### src/rtl/ecs_pkg.sv
// Purpose: Shared constants and carrier types of the exception control and state block
// Assumes: 32-bit AXI4-Lite register bus, word-aligned registers
// Notes:   Offsets are byte addresses
package ecs_pkg;

  // ----------------------------------------------------------------
  // Register offsets
  // ----------------------------------------------------------------
  localparam logic [7:0] ADDR_CTRL = 8'h00;
  localparam logic [7:0] ADDR_STAT = 8'h04;
  localparam logic [7:0] ADDR_MASK = 8'h08;

  // ----------------------------------------------------------------
  // Control and state register fields
  // ----------------------------------------------------------------
  localparam int SVC_SET_BIT  = 28;
  localparam int SVC_CLR_BIT  = 27;
  localparam int TICK_SET_BIT = 26;
  localparam int TICK_CLR_BIT = 25;
  localparam int ANY_PEND_BIT = 22;
  localparam int HIGH_LSB     = 12;
  localparam int ACT_LSB      = 0;
  localparam int NUM_W        = 6;
  localparam int CMD_LANE     = 3;

  // ----------------------------------------------------------------
  // Event status and mask
  // ----------------------------------------------------------------
  localparam int         N_EVT     = 3;
  localparam int         EVT_SVC   = 0;
  localparam int         EVT_TICK  = 1;
  localparam int         EVT_ANY   = 2;
  localparam logic [2:0] MASK_RST  = 3'h0;

  // ----------------------------------------------------------------
  // Bus answers
  // ----------------------------------------------------------------
  localparam logic [1:0] RESP_OKAY   = 2'h0;
  localparam logic [1:0] RESP_SLVERR = 2'h2;

  // State reported by the core and its prioritiser
  typedef struct packed {
    logic       any_interrupt_pending;
    logic       highest_valid;
    logic [5:0] highest_pending_number;
    logic [8:0] program_status_exception_field;
  } ecs_core_t;

  // Hardware requests on the pending flags
  typedef struct packed {
    logic tick_event;
    logic service_call_taken;
    logic tick_taken;
  } ecs_hw_t;

endpackage

### src/rtl/ecs_pend_bit.sv
// Purpose: One pending flag with set and clear requests
// Assumes: Synchronous active-high reset
// Notes:   A set in the same cycle as a clear wins
`timescale 1ns/100ps
module ecs_pend_bit (
  // Clock and reset
  input  wire logic clk_i,
  input  wire logic reset_i,
  // Requests
  input  wire logic set_i,
  input  wire logic clr_i,
  // State
  output logic      pend_o
);

  always_ff @(posedge clk_i)
  begin
    if (reset_i)
    begin
      pend_o <= 1'b0;
    end
    else
    begin
      pend_o <= set_i | (pend_o & ~clr_i);
    end
  end

endmodule

### src/rtl/ecs_irq_status.sv
// Purpose: Sticky event status, mask gating and the level interrupt
// Assumes: Synchronous active-high reset
// Notes:   Set wins over read-clear; interrupt lags status by one cycle
`timescale 1ns/100ps
module ecs_irq_status #(
  parameter int N = 3
) (
  // Clock and reset
  input  wire logic         clk_i,
  input  wire logic         reset_i,
  // Events and clearing
  input  wire logic [N-1:0] set_i,
  input  wire logic [N-1:0] clr_i,
  input  wire logic [N-1:0] mask_i,
  // Outputs
  output logic      [N-1:0] status_o,
  output logic              irq_o
);

  always_ff @(posedge clk_i)
  begin
    if (reset_i)
    begin
      status_o <= '0;
    end
    else
    begin
      status_o <= set_i | (status_o & ~clr_i);
    end
  end

  always_ff @(posedge clk_i)
  begin
    if (reset_i)
    begin
      irq_o <= 1'b0;
    end
    else
    begin
      irq_o <= |(status_o & mask_i);
    end
  end

endmodule

### src/rtl/ecs_top.sv
// Purpose: Exception control and state register with AXI4-Lite access
// Assumes: One 10 MHz clock, synchronous active-high reset, core inputs synchronous
// Notes:   Prioritisation lives outside; its results arrive on CORE_I
//
// Contract
// - Only software write sets service-call pending.
// - Writing one to bit 27 clears service-call.
// - Writing one to bit 26 sets tick.
// - Bit 26 reads tick pending state.
// - Writing one to bit 25 clears tick.
// - Bit 25 read value is not defined.
// - Bit 22 flags pending interrupts, excluding faults.
// - Bits 17:12 give highest pending enabled number.
// - That field reads zero when nothing pending.
// - Bits 5:0 give active number, zero thread.
// - Active number equals status field bits 5:0.
// - Bit 28 reads service-call pending state.
`timescale 1ns/100ps
module ecs_top #(
  parameter int ADDR_W = 8
) (
  // Clock and reset
  input  wire logic                CLK_I,
  input  wire logic                RESET_I,
  // AXI4-Lite write address and data
  input  wire logic [ADDR_W-1:0]   AWADDR_I,
  input  wire logic                AWVALID_I,
  output logic                     AWREADY_O,
  input  wire logic [31:0]         WDATA_I,
  input  wire logic [3:0]          WSTRB_I,
  input  wire logic                WVALID_I,
  output logic                     WREADY_O,
  // AXI4-Lite write response
  output logic [1:0]               BRESP_O,
  output logic                     BVALID_O,
  input  wire logic                BREADY_I,
  // AXI4-Lite read
  input  wire logic [ADDR_W-1:0]   ARADDR_I,
  input  wire logic                ARVALID_I,
  output logic                     ARREADY_O,
  output logic [31:0]              RDATA_O,
  output logic [1:0]               RRESP_O,
  output logic                     RVALID_O,
  input  wire logic                RREADY_I,
  // Core side
  input  wire ecs_pkg::ecs_core_t  CORE_I,
  input  wire ecs_pkg::ecs_hw_t    HW_I,
  output logic                     SERVICE_CALL_PENDING_O,
  output logic                     TICK_PENDING_O,
  // Interrupt
  output logic                     IRQ_O
);

  // ----------------------------------------------------------------
  // Write channel
  // ----------------------------------------------------------------
  logic [ADDR_W-1:0] wr_addr;
  logic [31:0]       wr_data;
  logic [3:0]        wr_strb;
  logic              aw_got;
  logic              w_got;
  logic              wr_fire;
  logic              wr_ctrl;
  logic              wr_mask;
  logic              wr_known;

  assign wr_fire  = aw_got & w_got;
  assign wr_ctrl  = wr_addr == ADDR_W'(ecs_pkg::ADDR_CTRL);
  assign wr_mask  = wr_addr == ADDR_W'(ecs_pkg::ADDR_MASK);
  assign wr_known = wr_ctrl | wr_mask | (wr_addr == ADDR_W'(ecs_pkg::ADDR_STAT));

  always_ff @(posedge CLK_I)
  begin
    if (RESET_I)
    begin
      aw_got    <= 1'b0;
      AWREADY_O <= 1'b0;
      wr_addr   <= '0;
    end
    else if (AWVALID_I && AWREADY_O)
    begin
      aw_got    <= 1'b1;
      AWREADY_O <= 1'b0;
      wr_addr   <= AWADDR_I;
    end
    else if (wr_fire)
    begin
      aw_got <= 1'b0;
    end
    else if (!aw_got && !BVALID_O)
    begin
      AWREADY_O <= 1'b1;
    end
  end

  always_ff @(posedge CLK_I)
  begin
    if (RESET_I)
    begin
      w_got    <= 1'b0;
      WREADY_O <= 1'b0;
      wr_data  <= 32'h0000_0000;
      wr_strb  <= 4'h0;
    end
    else if (WVALID_I && WREADY_O)
    begin
      w_got    <= 1'b1;
      WREADY_O <= 1'b0;
      wr_data  <= WDATA_I;
      wr_strb  <= WSTRB_I;
    end
    else if (wr_fire)
    begin
      w_got <= 1'b0;
    end
    else if (!w_got && !BVALID_O)
    begin
      WREADY_O <= 1'b1;
    end
  end

  always_ff @(posedge CLK_I)
  begin
    if (RESET_I)
    begin
      BVALID_O <= 1'b0;
      BRESP_O  <= ecs_pkg::RESP_OKAY;
    end
    else if (wr_fire)
    begin
      BVALID_O <= 1'b1;
      BRESP_O  <= wr_known ? ecs_pkg::RESP_OKAY : ecs_pkg::RESP_SLVERR;
    end
    else if (BVALID_O && BREADY_I)
    begin
      BVALID_O <= 1'b0;
    end
  end

  // ----------------------------------------------------------------
  // Pending flags
  // ----------------------------------------------------------------
  logic cmd_wr;
  logic svc_set;
  logic svc_clr;
  logic tick_set;
  logic tick_clr;

  // Only the top byte lane carries the set and clear commands
  assign cmd_wr   = wr_fire & wr_ctrl & wr_strb[ecs_pkg::CMD_LANE];
  assign svc_set  = cmd_wr & wr_data[ecs_pkg::SVC_SET_BIT];
  assign svc_clr  = (cmd_wr & wr_data[ecs_pkg::SVC_CLR_BIT]) | HW_I.service_call_taken;
  assign tick_set = (cmd_wr & wr_data[ecs_pkg::TICK_SET_BIT]) | HW_I.tick_event;
  assign tick_clr = (cmd_wr & wr_data[ecs_pkg::TICK_CLR_BIT]) | HW_I.tick_taken;

  // Simultaneous set and clear leaves the flag pending
  ecs_pend_bit u_svc_pend (
    .clk_i   (CLK_I),
    .reset_i (RESET_I),
    .set_i   (svc_set),
    .clr_i   (svc_clr),
    .pend_o  (SERVICE_CALL_PENDING_O)
  );

  ecs_pend_bit u_tick_pend (
    .clk_i   (CLK_I),
    .reset_i (RESET_I),
    .set_i   (tick_set),
    .clr_i   (tick_clr),
    .pend_o  (TICK_PENDING_O)
  );

  // ----------------------------------------------------------------
  // Event status and mask
  // ----------------------------------------------------------------
  logic [ecs_pkg::N_EVT-1:0] evt_mask;
  logic [ecs_pkg::N_EVT-1:0] evt_status;
  logic [ecs_pkg::N_EVT-1:0] evt_set;
  logic [ecs_pkg::N_EVT-1:0] evt_clr;
  logic                      svc_q;
  logic                      tick_q;
  logic                      any_q;

  always_ff @(posedge CLK_I)
  begin
    if (RESET_I)
    begin
      svc_q  <= 1'b0;
      tick_q <= 1'b0;
      any_q  <= 1'b0;
    end
    else
    begin
      svc_q  <= SERVICE_CALL_PENDING_O;
      tick_q <= TICK_PENDING_O;
      any_q  <= CORE_I.any_interrupt_pending;
    end
  end

  always_comb
  begin
    evt_set                    = '0;
    evt_set[ecs_pkg::EVT_SVC]  = SERVICE_CALL_PENDING_O & ~svc_q;
    evt_set[ecs_pkg::EVT_TICK] = TICK_PENDING_O & ~tick_q;
    evt_set[ecs_pkg::EVT_ANY]  = CORE_I.any_interrupt_pending & ~any_q;
  end

  always_ff @(posedge CLK_I)
  begin
    if (RESET_I)
    begin
      evt_mask <= ecs_pkg::MASK_RST;
    end
    else if (wr_fire && wr_mask && wr_strb[0])
    begin
      evt_mask <= wr_data[ecs_pkg::N_EVT-1:0];
    end
  end

  ecs_irq_status #(
    .N (ecs_pkg::N_EVT)
  ) u_irq (
    .clk_i    (CLK_I),
    .reset_i  (RESET_I),
    .set_i    (evt_set),
    .clr_i    (evt_clr),
    .mask_i   (evt_mask),
    .status_o (evt_status),
    .irq_o    (IRQ_O)
  );

  // ----------------------------------------------------------------
  // Read channel
  // ----------------------------------------------------------------
  logic        ar_fire;
  logic [31:0] next_rdata;
  logic [1:0]  next_rresp;

  assign ar_fire = ARVALID_I & ARREADY_O;
  // A taken status read clears exactly the bits it returns
  assign evt_clr = (ar_fire && ARADDR_I == ADDR_W'(ecs_pkg::ADDR_STAT)) ? evt_status : '0;

  always_comb
  begin
    next_rdata = 32'h0000_0000;
    next_rresp = ecs_pkg::RESP_OKAY;
    if (ARADDR_I == ADDR_W'(ecs_pkg::ADDR_CTRL))
    begin
      next_rdata[ecs_pkg::SVC_SET_BIT]  = SERVICE_CALL_PENDING_O;
      next_rdata[ecs_pkg::TICK_SET_BIT] = TICK_PENDING_O;
      next_rdata[ecs_pkg::ANY_PEND_BIT] = CORE_I.any_interrupt_pending;
      if (CORE_I.highest_valid)
      begin
        next_rdata[ecs_pkg::HIGH_LSB +: ecs_pkg::NUM_W] = CORE_I.highest_pending_number;
      end
      next_rdata[ecs_pkg::ACT_LSB +: ecs_pkg::NUM_W] =
        CORE_I.program_status_exception_field[5:0];
    end
    else if (ARADDR_I == ADDR_W'(ecs_pkg::ADDR_STAT))
    begin
      next_rdata[ecs_pkg::N_EVT-1:0] = evt_status;
    end
    else if (ARADDR_I == ADDR_W'(ecs_pkg::ADDR_MASK))
    begin
      next_rdata[ecs_pkg::N_EVT-1:0] = evt_mask;
    end
    else
    begin
      next_rresp = ecs_pkg::RESP_SLVERR;
    end
  end

  always_ff @(posedge CLK_I)
  begin
    if (RESET_I)
    begin
      ARREADY_O <= 1'b0;
      RVALID_O  <= 1'b0;
      RDATA_O   <= 32'h0000_0000;
      RRESP_O   <= ecs_pkg::RESP_OKAY;
    end
    else if (ar_fire)
    begin
      ARREADY_O <= 1'b0;
      RVALID_O  <= 1'b1;
      RDATA_O   <= next_rdata;
      RRESP_O   <= next_rresp;
    end
    else if (RVALID_O && RREADY_I)
    begin
      RVALID_O <= 1'b0;
    end
    else if (!RVALID_O)
    begin
      ARREADY_O <= 1'b1;
    end
  end
endmodule

### config.mk
export PLATFORM = sky130hd
export DESIGN_NAME = ecs_top
export DESIGN_NICKNAME = d
export VERILOG_FILES = /design/src/rtl/ecs_pkg.sv /design/src/rtl/ecs_pend_bit.sv /design/src/rtl/ecs_irq_status.sv /design/src/rtl/ecs_top.sv
export SDC_FILE = /design/constraint.sdc
export NUM_CORES = 1
export LEC_CHECK = 0
export ABC_AREA = 1
export BUFFER_PORTS_ARGS = -buffer_cell sky130_fd_sc_hd__buf_2
export CORE_MARGIN = 2
export CORE_UTILIZATION = 40
export DETAILED_ROUTE_END_ITERATION = 10
export GPL_TIMING_DRIVEN = 0
export MAX_ROUTING_LAYER = met4
export PLACE_DENSITY = 0.88
export SYNTH_ARGS = -nofsm -noshare
export SYNTH_HDL_FRONTEND = slang
export SYNTH_SLANG_ARGS = --single-unit
### constraint.sdc
create_clock -name CLK_I -period 1.15 [get_ports CLK_I]
set_clock_uncertainty 0.2 [all_clocks]
set_input_delay 0.0575 -clock CLK_I [delete_from_list [all_inputs] [get_ports CLK_I]]
set_output_delay 0.0575 -clock CLK_I [all_outputs]
set_load 0.05 [all_outputs]
==> run summary, run 1 <==
Post-synth EDFFs -> 0
Synth Area in Adders -> 0%
Critical path type -> reg2reg
ANT nets after route -> 0
Clk root buf -> clkbuf_8
CP Launch Type -> flip-flop
Reg power frac -> 48.7%
H-tree level count -> 2
Synth top area share -> 46.7%
Vias -> 2522
WL per Instance -> 13.2 um
Drt via density -> 4.80
CP startpoint -> wr_addr[4]$_SDFFE_PP0P_
Max_slew headroom -> 55.7%
R2R cell count -> 6
Power density cells -> 1080 mW/mm2
Mux cell area share after synthesis -> 0%
Simple logic cell fraction of the synthesized area -> 26.3%
Required time of the critical path -> 1.17 ns
Initial DRC count -> 131
Gr usage total -> 21.2%
Violated checks -> negative setup slack
Top cells by count, synth -> nor2_1 (59), dfxtp_1 (53), nand2_1 (39)
TritonCTS clock tree -> yes
Final setup margin -> -0.105 ns
Hold Violations, Final -> 0
Worst-Margin Slew -> 0.664 ns
Register area share after synthesis -> 46.7%
Ant. Diodes -> 0
Synth unique cells -> 26
Syn Std Cell Area -> 0.00227 mm2
Async SR Flop Fraction -> 0%
Grt total ovfl -> 0
Synth-to-layout area growth -> 68.6%
Most frequent cell after synthesis -> nor2_1
Clk slew on worst S/H paths -> 0.10 ns
CTS Buffer Depth -> 2
Leading area contributor after synthesis -> dfxtp_1
Chip Height -> 79.3 um
DP Area -> 0.00288 mm2
Seq cells post-synth -> 53
Vias in the first global route -> 2278
Max-cap violations -> 0
Mapped Cells -> 303
RSZ-0062 raised after global routing -> true
DRT Wirelength -> 6930 um
Cell internal pwr -> 2.86 mW
Yosys warnings -> 0
Gpl congestion -> 0.796
Most area-consuming cells after synthesis -> dfxtp_1 (47%), nor2_1 (9.8%), a21oi_1 (7.1%)
Sw power -> 1.29 mW
Post-synth top flop -> dfxtp_1
Initial Util -> 41.2%
FP Rows -> 27
Final instance area -> 0.00383 mm2
Top Ports -> 123
Setup TNS -> -0.746 ns
Net Sw Frac -> 31.2%
Max-slew violation count -> 0
Static leakage power -> 1.73 nW
Worst Hold Class -> in2reg
CTS buffer count -> 5
Ratio of final minimum period to clock period -> 109%
Worst Path Max Fanout -> 3
Largest net degree at the start of global routing -> 18
Drt drc -> 0
First-pass GRT wire length -> 10100 um
Xor-xnor portion of the synthesized cell area -> 0%
Comb power frac -> 24.0%
Largest family of logic cells by synthesized area -> simple AND/OR/NAND/NOR gates
Initial antenna violation count -> 0
Tmin final -> 1.26 ns
CORE AREA -> 0.00551 mm2
Worst IR Drop VDD -> 883 uV
Crit path to -> evt_mask[0]$_SDFFE_PP0P_
Reg-to-reg startpoint -> wr_addr[4]$_SDFFE_PP0P_
Clock share of power -> 27.3%
Skew-Pair Late Insertion Delay -> 0.32 ns
Crit path DAT -> 1.27 ns
HPWL Detailed -> 4040 um
Crit. End Element -> flip-flop
Die Span X -> 79.3 um
R2R Setup Slk -> -0.11 ns
Worst R2R End -> evt_mask[0]$_SDFFE_PP0P_
Sink Count -> 53
Nets -> 531
Status -> complete, but fails checks
Final setup fails -> 16
Die area -> 0.00630 mm2
Post-synthesis compound-gate area fraction -> 14.3%
Maximum clock rate -> 797 MHz
Port Buf Inserts -> 73
Drt first pass iters -> 4
Avg Cell Area, Syn -> 7.49 um2
Share of cells above drive strength 1 -> 42.6%
[cells by family after synthesis]
kind of cell           count (synthesis)
AND/OR/NAND/NOR                      132
flip-flops                            53
AO/OA/AOI/OAI                         64
other                                  1
buffers and inverters                 53
[cell type report]
class | instances | area [um2]
repair buffers | 123 | 1010
clock buffers | 6 | 82.6
multi-input cells | 216 | 1190
well taps | 72 | 90.1
inverters | 24 | 104
fillers | 421 | 1680
flip-flops and latches | 53 | 1110
clock inverters | 2 | 17.5
plain buffers | 29 | 231
[state kept, by name, summed over array words and instances (netlist names), 2 cells and up]
register,flops
evt_mask,3
wr_strb,2
wr_addr,8
u_irq.status_o,3
RDATA_O,15
wr_data,7
[worst min-delay path by stage]
| stage | from | end | cells after the start |
|---|---|---|---|
| after floorplan | RESET_I | BVALID_O$_SDFFE_PP0P_ | 1 |
| after global placement | WDATA_I[0] | wr_data[0]$_SDFFE_PP0P_ | 3 |
| after detailed placement | BREADY_I | BVALID_O$_SDFFE_PP0P_ | 4 |
| after CTS | ARADDR_I[6] | RDATA_O[13]$_SDFFE_PP0P_ | 6 |
| after global routing | ARADDR_I[6] | RDATA_O[13]$_SDFFE_PP0P_ | 6 |
| final | ARADDR_I[6] | RDATA_O[13]$_SDFFE_PP0P_ | 6 |
[critical path, cell delays in order, from the launching register on]
cell and delay (ns):
dfxtp_1 0.35, nor2_1 0.11, nand2_1 0.09, nor2_4 0.12
nand2_2 0.09, o21ai_2 0.15, nor2_1 0.04
[cell usage in the layout (no fill, tap or decap), types with 2 or more instances in the layout]
cell type,n
nor2_1,56
buf_2,48
dlygate4sd3_1,39
buf_4,34
dfxtp_1,33
nand2_1,33
conb_1,19
buf_6,18
inv_1,17
a21oi_1,16
o21ai_0,16
a21oi_2,16
nand3_1,13
dfxtp_2,12
o21ai_2,9
dfxtp_4,8
clkbuf_8,7
nand2_2,6
nand4_1,6
nor2_4,5
o21ai_1,5
buf_8,5
clkbuf_1,4
inv_2,4
nand2_4,4
nand3_2,3
nor2_2,3
clkinv_4,2
[timing repair]
action / 4_1_cts / 5_1_grt
resized for setup: 43 / 73
pin swaps: 5 / 24
hold buffers: 39 / 0
endpoints found under the hold margin: 41 / 0
buffers inserted: 4 / 6
gates cloned: 1 / 1
setup endpoints to repair: 44 / 52
[power groups by stage]
stage / registers (mW) / clock network [mW] / logic, mW
finish: 2.02 / 1.13 / 0.997
global route: 2.03 / 1.25 / 1.07
CTS: 2.00 / 1.16 / 0.900
detailed placement: 2.04 / 0 / 0.721
global placement: 2.03 / 0 / 0.708
floorplan: 2.14 / 0 / 0.429
[metrics by stage]
stage | total power, mW | hold slack (ns) | util (%) | worst slack (ns) | std cells
after floorplan | 2.56 | -0.0808 | - | -0.0273 | 321
after global placement | 2.74 | 0.102 | 52.2 | -0.106 | 466
after global routing | 4.35 | 0.0219 | 69.6 | -0.199 | 525
final | 4.15 | 0.00497 | 69.6 | -0.105 | 525
after CTS | 4.06 | -0.0103 | 64.7 | -0.143 | 518
after detailed placement | 2.76 | 0.103 | 52.2 | -0.147 | 466
[routing by layer]
layer	part of all wire (%)	track usage, %	vias to the layer above
met4	2.4	7.24	0
met2	54	38.5	104
met3	5.9	4.66	21
met5	0	-	-
met1	38	22.8	1149
li1	-	-	1248
Note: power is estimated with default switching activity, not from simulation.
==> run 2, diff against run 1 <==
--- a/config.mk
+++ b/config.mk
@@ -10,3 +10,3 @@
 export CORE_MARGIN = 2
-export CORE_UTILIZATION = 40
+export CORE_UTILIZATION = 44
 export DETAILED_ROUTE_END_ITERATION = 10
@@ -14,3 +14,4 @@
 export MAX_ROUTING_LAYER = met4
-export PLACE_DENSITY = 0.88
+export PLACE_DENSITY = 0.91
+export RECOVER_POWER = 100
 export SYNTH_ARGS = -nofsm -noshare
==> constraint.sdc (replaced) <==
create_clock -name CLK_I -period 1.3 [get_ports CLK_I]
set_clock_uncertainty 0.2 [all_clocks]
set_input_delay 0.195 -clock CLK_I [delete_from_list [all_inputs] [get_ports CLK_I]]
set_output_delay 0.195 -clock CLK_I [all_outputs]
set_load 0.05 [all_outputs]
==> run summary, run 2 (same netlist as run 1, synthesis figures left out) <==
Hold Violations, Final -> 0 (unchanged)
TritonCTS clock tree -> yes (unchanged)
HPWL Detailed -> 3950 um (was 4040 um)
Worst Path Max Fanout -> 5 (was 3)
Power density cells -> 1060 mW/mm2 (was 1080 mW/mm2)
Share of cells above drive strength 1 -> 33.3% (was 42.6%)
Max-cap violations -> 0 (unchanged)
First-pass GRT wire length -> 9480 um (was 10100 um)
Drt via density -> 4.74 (was 4.80)
Maximum clock rate -> 766 MHz (was 797 MHz)
Fillers -> 392 (was 421)
Grt total ovfl -> 0 (unchanged)
Delay-heaviest family, CP -> simple AND/OR/NAND/NOR gates (unchanged)
WP buf/inv -> 1 (was 0)
CTS buffer count -> 5 (unchanged)
Crit path DAT -> 1.31 ns (was 1.27 ns)
Gr usage total -> 22.6% (was 21.2%)
Violated checks -> negative setup slack (unchanged)
Port Buf Inserts -> 73 (unchanged)
Setup TNS -> -0.00576 ns (was -0.746 ns)
Static leakage power -> 1.62 nW (was 1.73 nW)
FP Rows -> 26 (was 27)
H-tree level count -> 2 (unchanged)
Clk slew on worst S/H paths -> 0.10 ns (about the same)
Gpl congestion -> 0.823 (was 0.796)
Max reg flops -> 15 (unchanged)
WL per Instance -> 12.7 um (was 13.2 um)
Top Ports -> 123 (unchanged)
Slowest cell on crit path -> dfxtp_2 (was dfxtp_1)
ANT nets after route -> 0 (unchanged)
Tmin final -> 1.31 ns (was 1.26 ns)
Skew-Pair Late Insertion Delay -> 0.31 ns (was 0.32 ns)
Largest net degree at the start of global routing -> 18 (unchanged)
Largest Register -> RDATA_O (unchanged)
Initial antenna violation count -> 0 (unchanged)
Register Area -> 0.00108 mm2 (was 0.00111 mm2)
Area of the multi-input gates -> 0.00107 mm2 (was 0.00119 mm2)
Core Util, Final -> 68.8% (was 69.6%)
Worst IR Drop VDD -> 786 uV (was 883 uV)
Drt first pass iters -> 4 (unchanged)
Critical path type -> reg2reg (unchanged)
Clk root buf -> clkbuf_8 (unchanged)
CP Launch Type -> flip-flop (unchanged)
Nets -> 517 (was 531)
Worst Hold Class -> in2reg (unchanged)
Initial DRC count -> 115 (was 131)
Status -> complete, but fails checks (unchanged)
Largest regs -> RDATA_O: 15 flops, wr_addr: 8 flops, wr_data: 7 flops (unchanged)
Die area -> 0.00575 mm2 (was 0.00630 mm2)
DRT Wirelength -> 6480 um (was 6930 um)
Final setup margin -> -0.00576 ns (was -0.105 ns)
Required time of the critical path -> 1.30 ns (was 1.17 ns)
Vias in the first global route -> 2158 (was 2278)
Placed Cells -> 464 (was 466)
CTS Buffer Depth -> 2 (unchanged)
Drt drc -> 0 (unchanged)
Layout Cells excl Fill -> 509 (was 525)
Chip Height -> 75.8 um (was 79.3 um)
Most frequent cells in the layout -> nor2_1 (58), buf_2 (47), dfxtp_1 (42) (was nor2_1 (56), buf_2 (48), dlygate4sd3_1 (39))
Final setup fails -> 1 (was 16)
Ant. Diodes -> 0 (unchanged)
Worst-path cell chain -> nand2_4 -> inv_2 -> nand2_2 -> nor2_4 -> nand3_2 -> nand2_1 -> a31oi_1 (was nor2_1 -> nand2_1 -> nor2_4 -> nand2_2 -> o21ai_2 -> nor2_1)
RSZ-0062 raised after global routing -> true (unchanged)
Max-slew violation count -> 0 (unchanged)
Die Span X -> 75.8 um (was 79.3 um)
Initial Util -> 45.0% (was 41.2%)
Synth-to-layout area growth -> 52.8% (was 68.6%)
Ratio of final minimum period to clock period -> 100% (was 109%)
CORE AREA -> 0.00504 mm2 (was 0.00551 mm2)
Largest stage delay on the critical path -> 0.38 ns (was 0.35 ns)
Vias -> 2414 (was 2522)
Commonest non-fill, non-tap cell in the layout -> nor2_1 (unchanged)
Sink Count -> 53 (unchanged)
Crit. End Element -> flip-flop (unchanged)
Min Hold Slack -> 0.0205 ns (was 0.00497 ns)
-- run 2: cell types whose count changed in the layout (fill, tap and decap cells not counted), moves of 3 or more --
cell           delta
a21oi_1          +15
a21oi_2          -15
buf_6             -7
buf_8             -4
clkbuf_4          +3
dfxtp_1           +9
dfxtp_2           -3
dfxtp_4           -6
dlygate4sd3_1     -6
o21ai_0           +9
o21ai_2           -7
-- run 2: what timing repair did --
item / CTS / global route
buffers inserted: 2 / 2
endpoints found under the setup margin: 33 / 52
endpoints found under the hold margin: 32 / 0
pin swaps: 2 / 4
hold buffers: 33 / 0
gates resized for setup: 29 / 48
-- run 2: cell type report --
type	instances	share of cell area (%)
inverters	24	2.60
flip-flops and latches	53	31.1
multi-input cells	215	30.8
well taps	70	2.52
repair buffers	110	23.7
clock buffers	5	1.98
clock inverters	3	1.26
plain buffers	29	6.02
-- run 2: worst register-to-register path, stage by stage, from the launching register on --
cell	delay (ns)
dfxtp_2	0.38
nand2_4	0.09
inv_2	0.07
nand2_2	0.06
nor2_4	0.16
nand3_2	0.10
nand2_1	0.08
a31oi_1	0.07
-- run 2: path summary, 6_finish.rpt --
| path | cells past startpoint | from | slack, ns | end |
|---|---|---|---|---|
| worst max-delay path | 7 | aw_got$_SDFFE_PP0P_ | -0.006 | u_tick_pend.pend_o$_SDFF_PP0_ |
| worst min-delay path | 5 | CORE_I[2] | 0.02 | RDATA_O[2]$_SDFFE_PP0P_ |
| worst max register to register | 7 | aw_got$_SDFFE_PP0P_ | -0.006 | u_tick_pend.pend_o$_SDFF_PP0_ |
| worst min register to register | 1 | RVALID_O$_SDFFE_PP0P_ | 0.27 | ARREADY_O$_SDFFE_PP0P_ |
-- run 2: per-layer routing --
metal	vias to the layer above	wire length, um	global-route usage, %
met4	0	125	7.21
met2	95	3450	41.0
met3	17	376	4.76
li1	1212	-	-
met5	-	0	-
met1	1090	2530	24.4
-- run 2: power breakdown --
part	leakage (nW)	switching [mW]	internal, mW	total (mW)
combinational	1.13	0.467	0.298	0.765
clock	0.0585	0.566	0.578	1.14
sequential	0.438	0.0708	1.71	1.78
-- run 2: per-stage QoR --
stage / total power [mW] / worst slack, ns / cell area, um2
2_1_floorplan: 2.24 / 0.0241 / 2350
3_3_place_gp: 2.39 / -0.0410 / 2800
3_5_place_dp: 2.41 / -0.0809 / 2800
4_1_cts: 3.62 / -0.00231 / 3340
5_1_grt: 3.84 / -0.0728 / 3470
6_report: 3.69 / -0.00576 / 3470
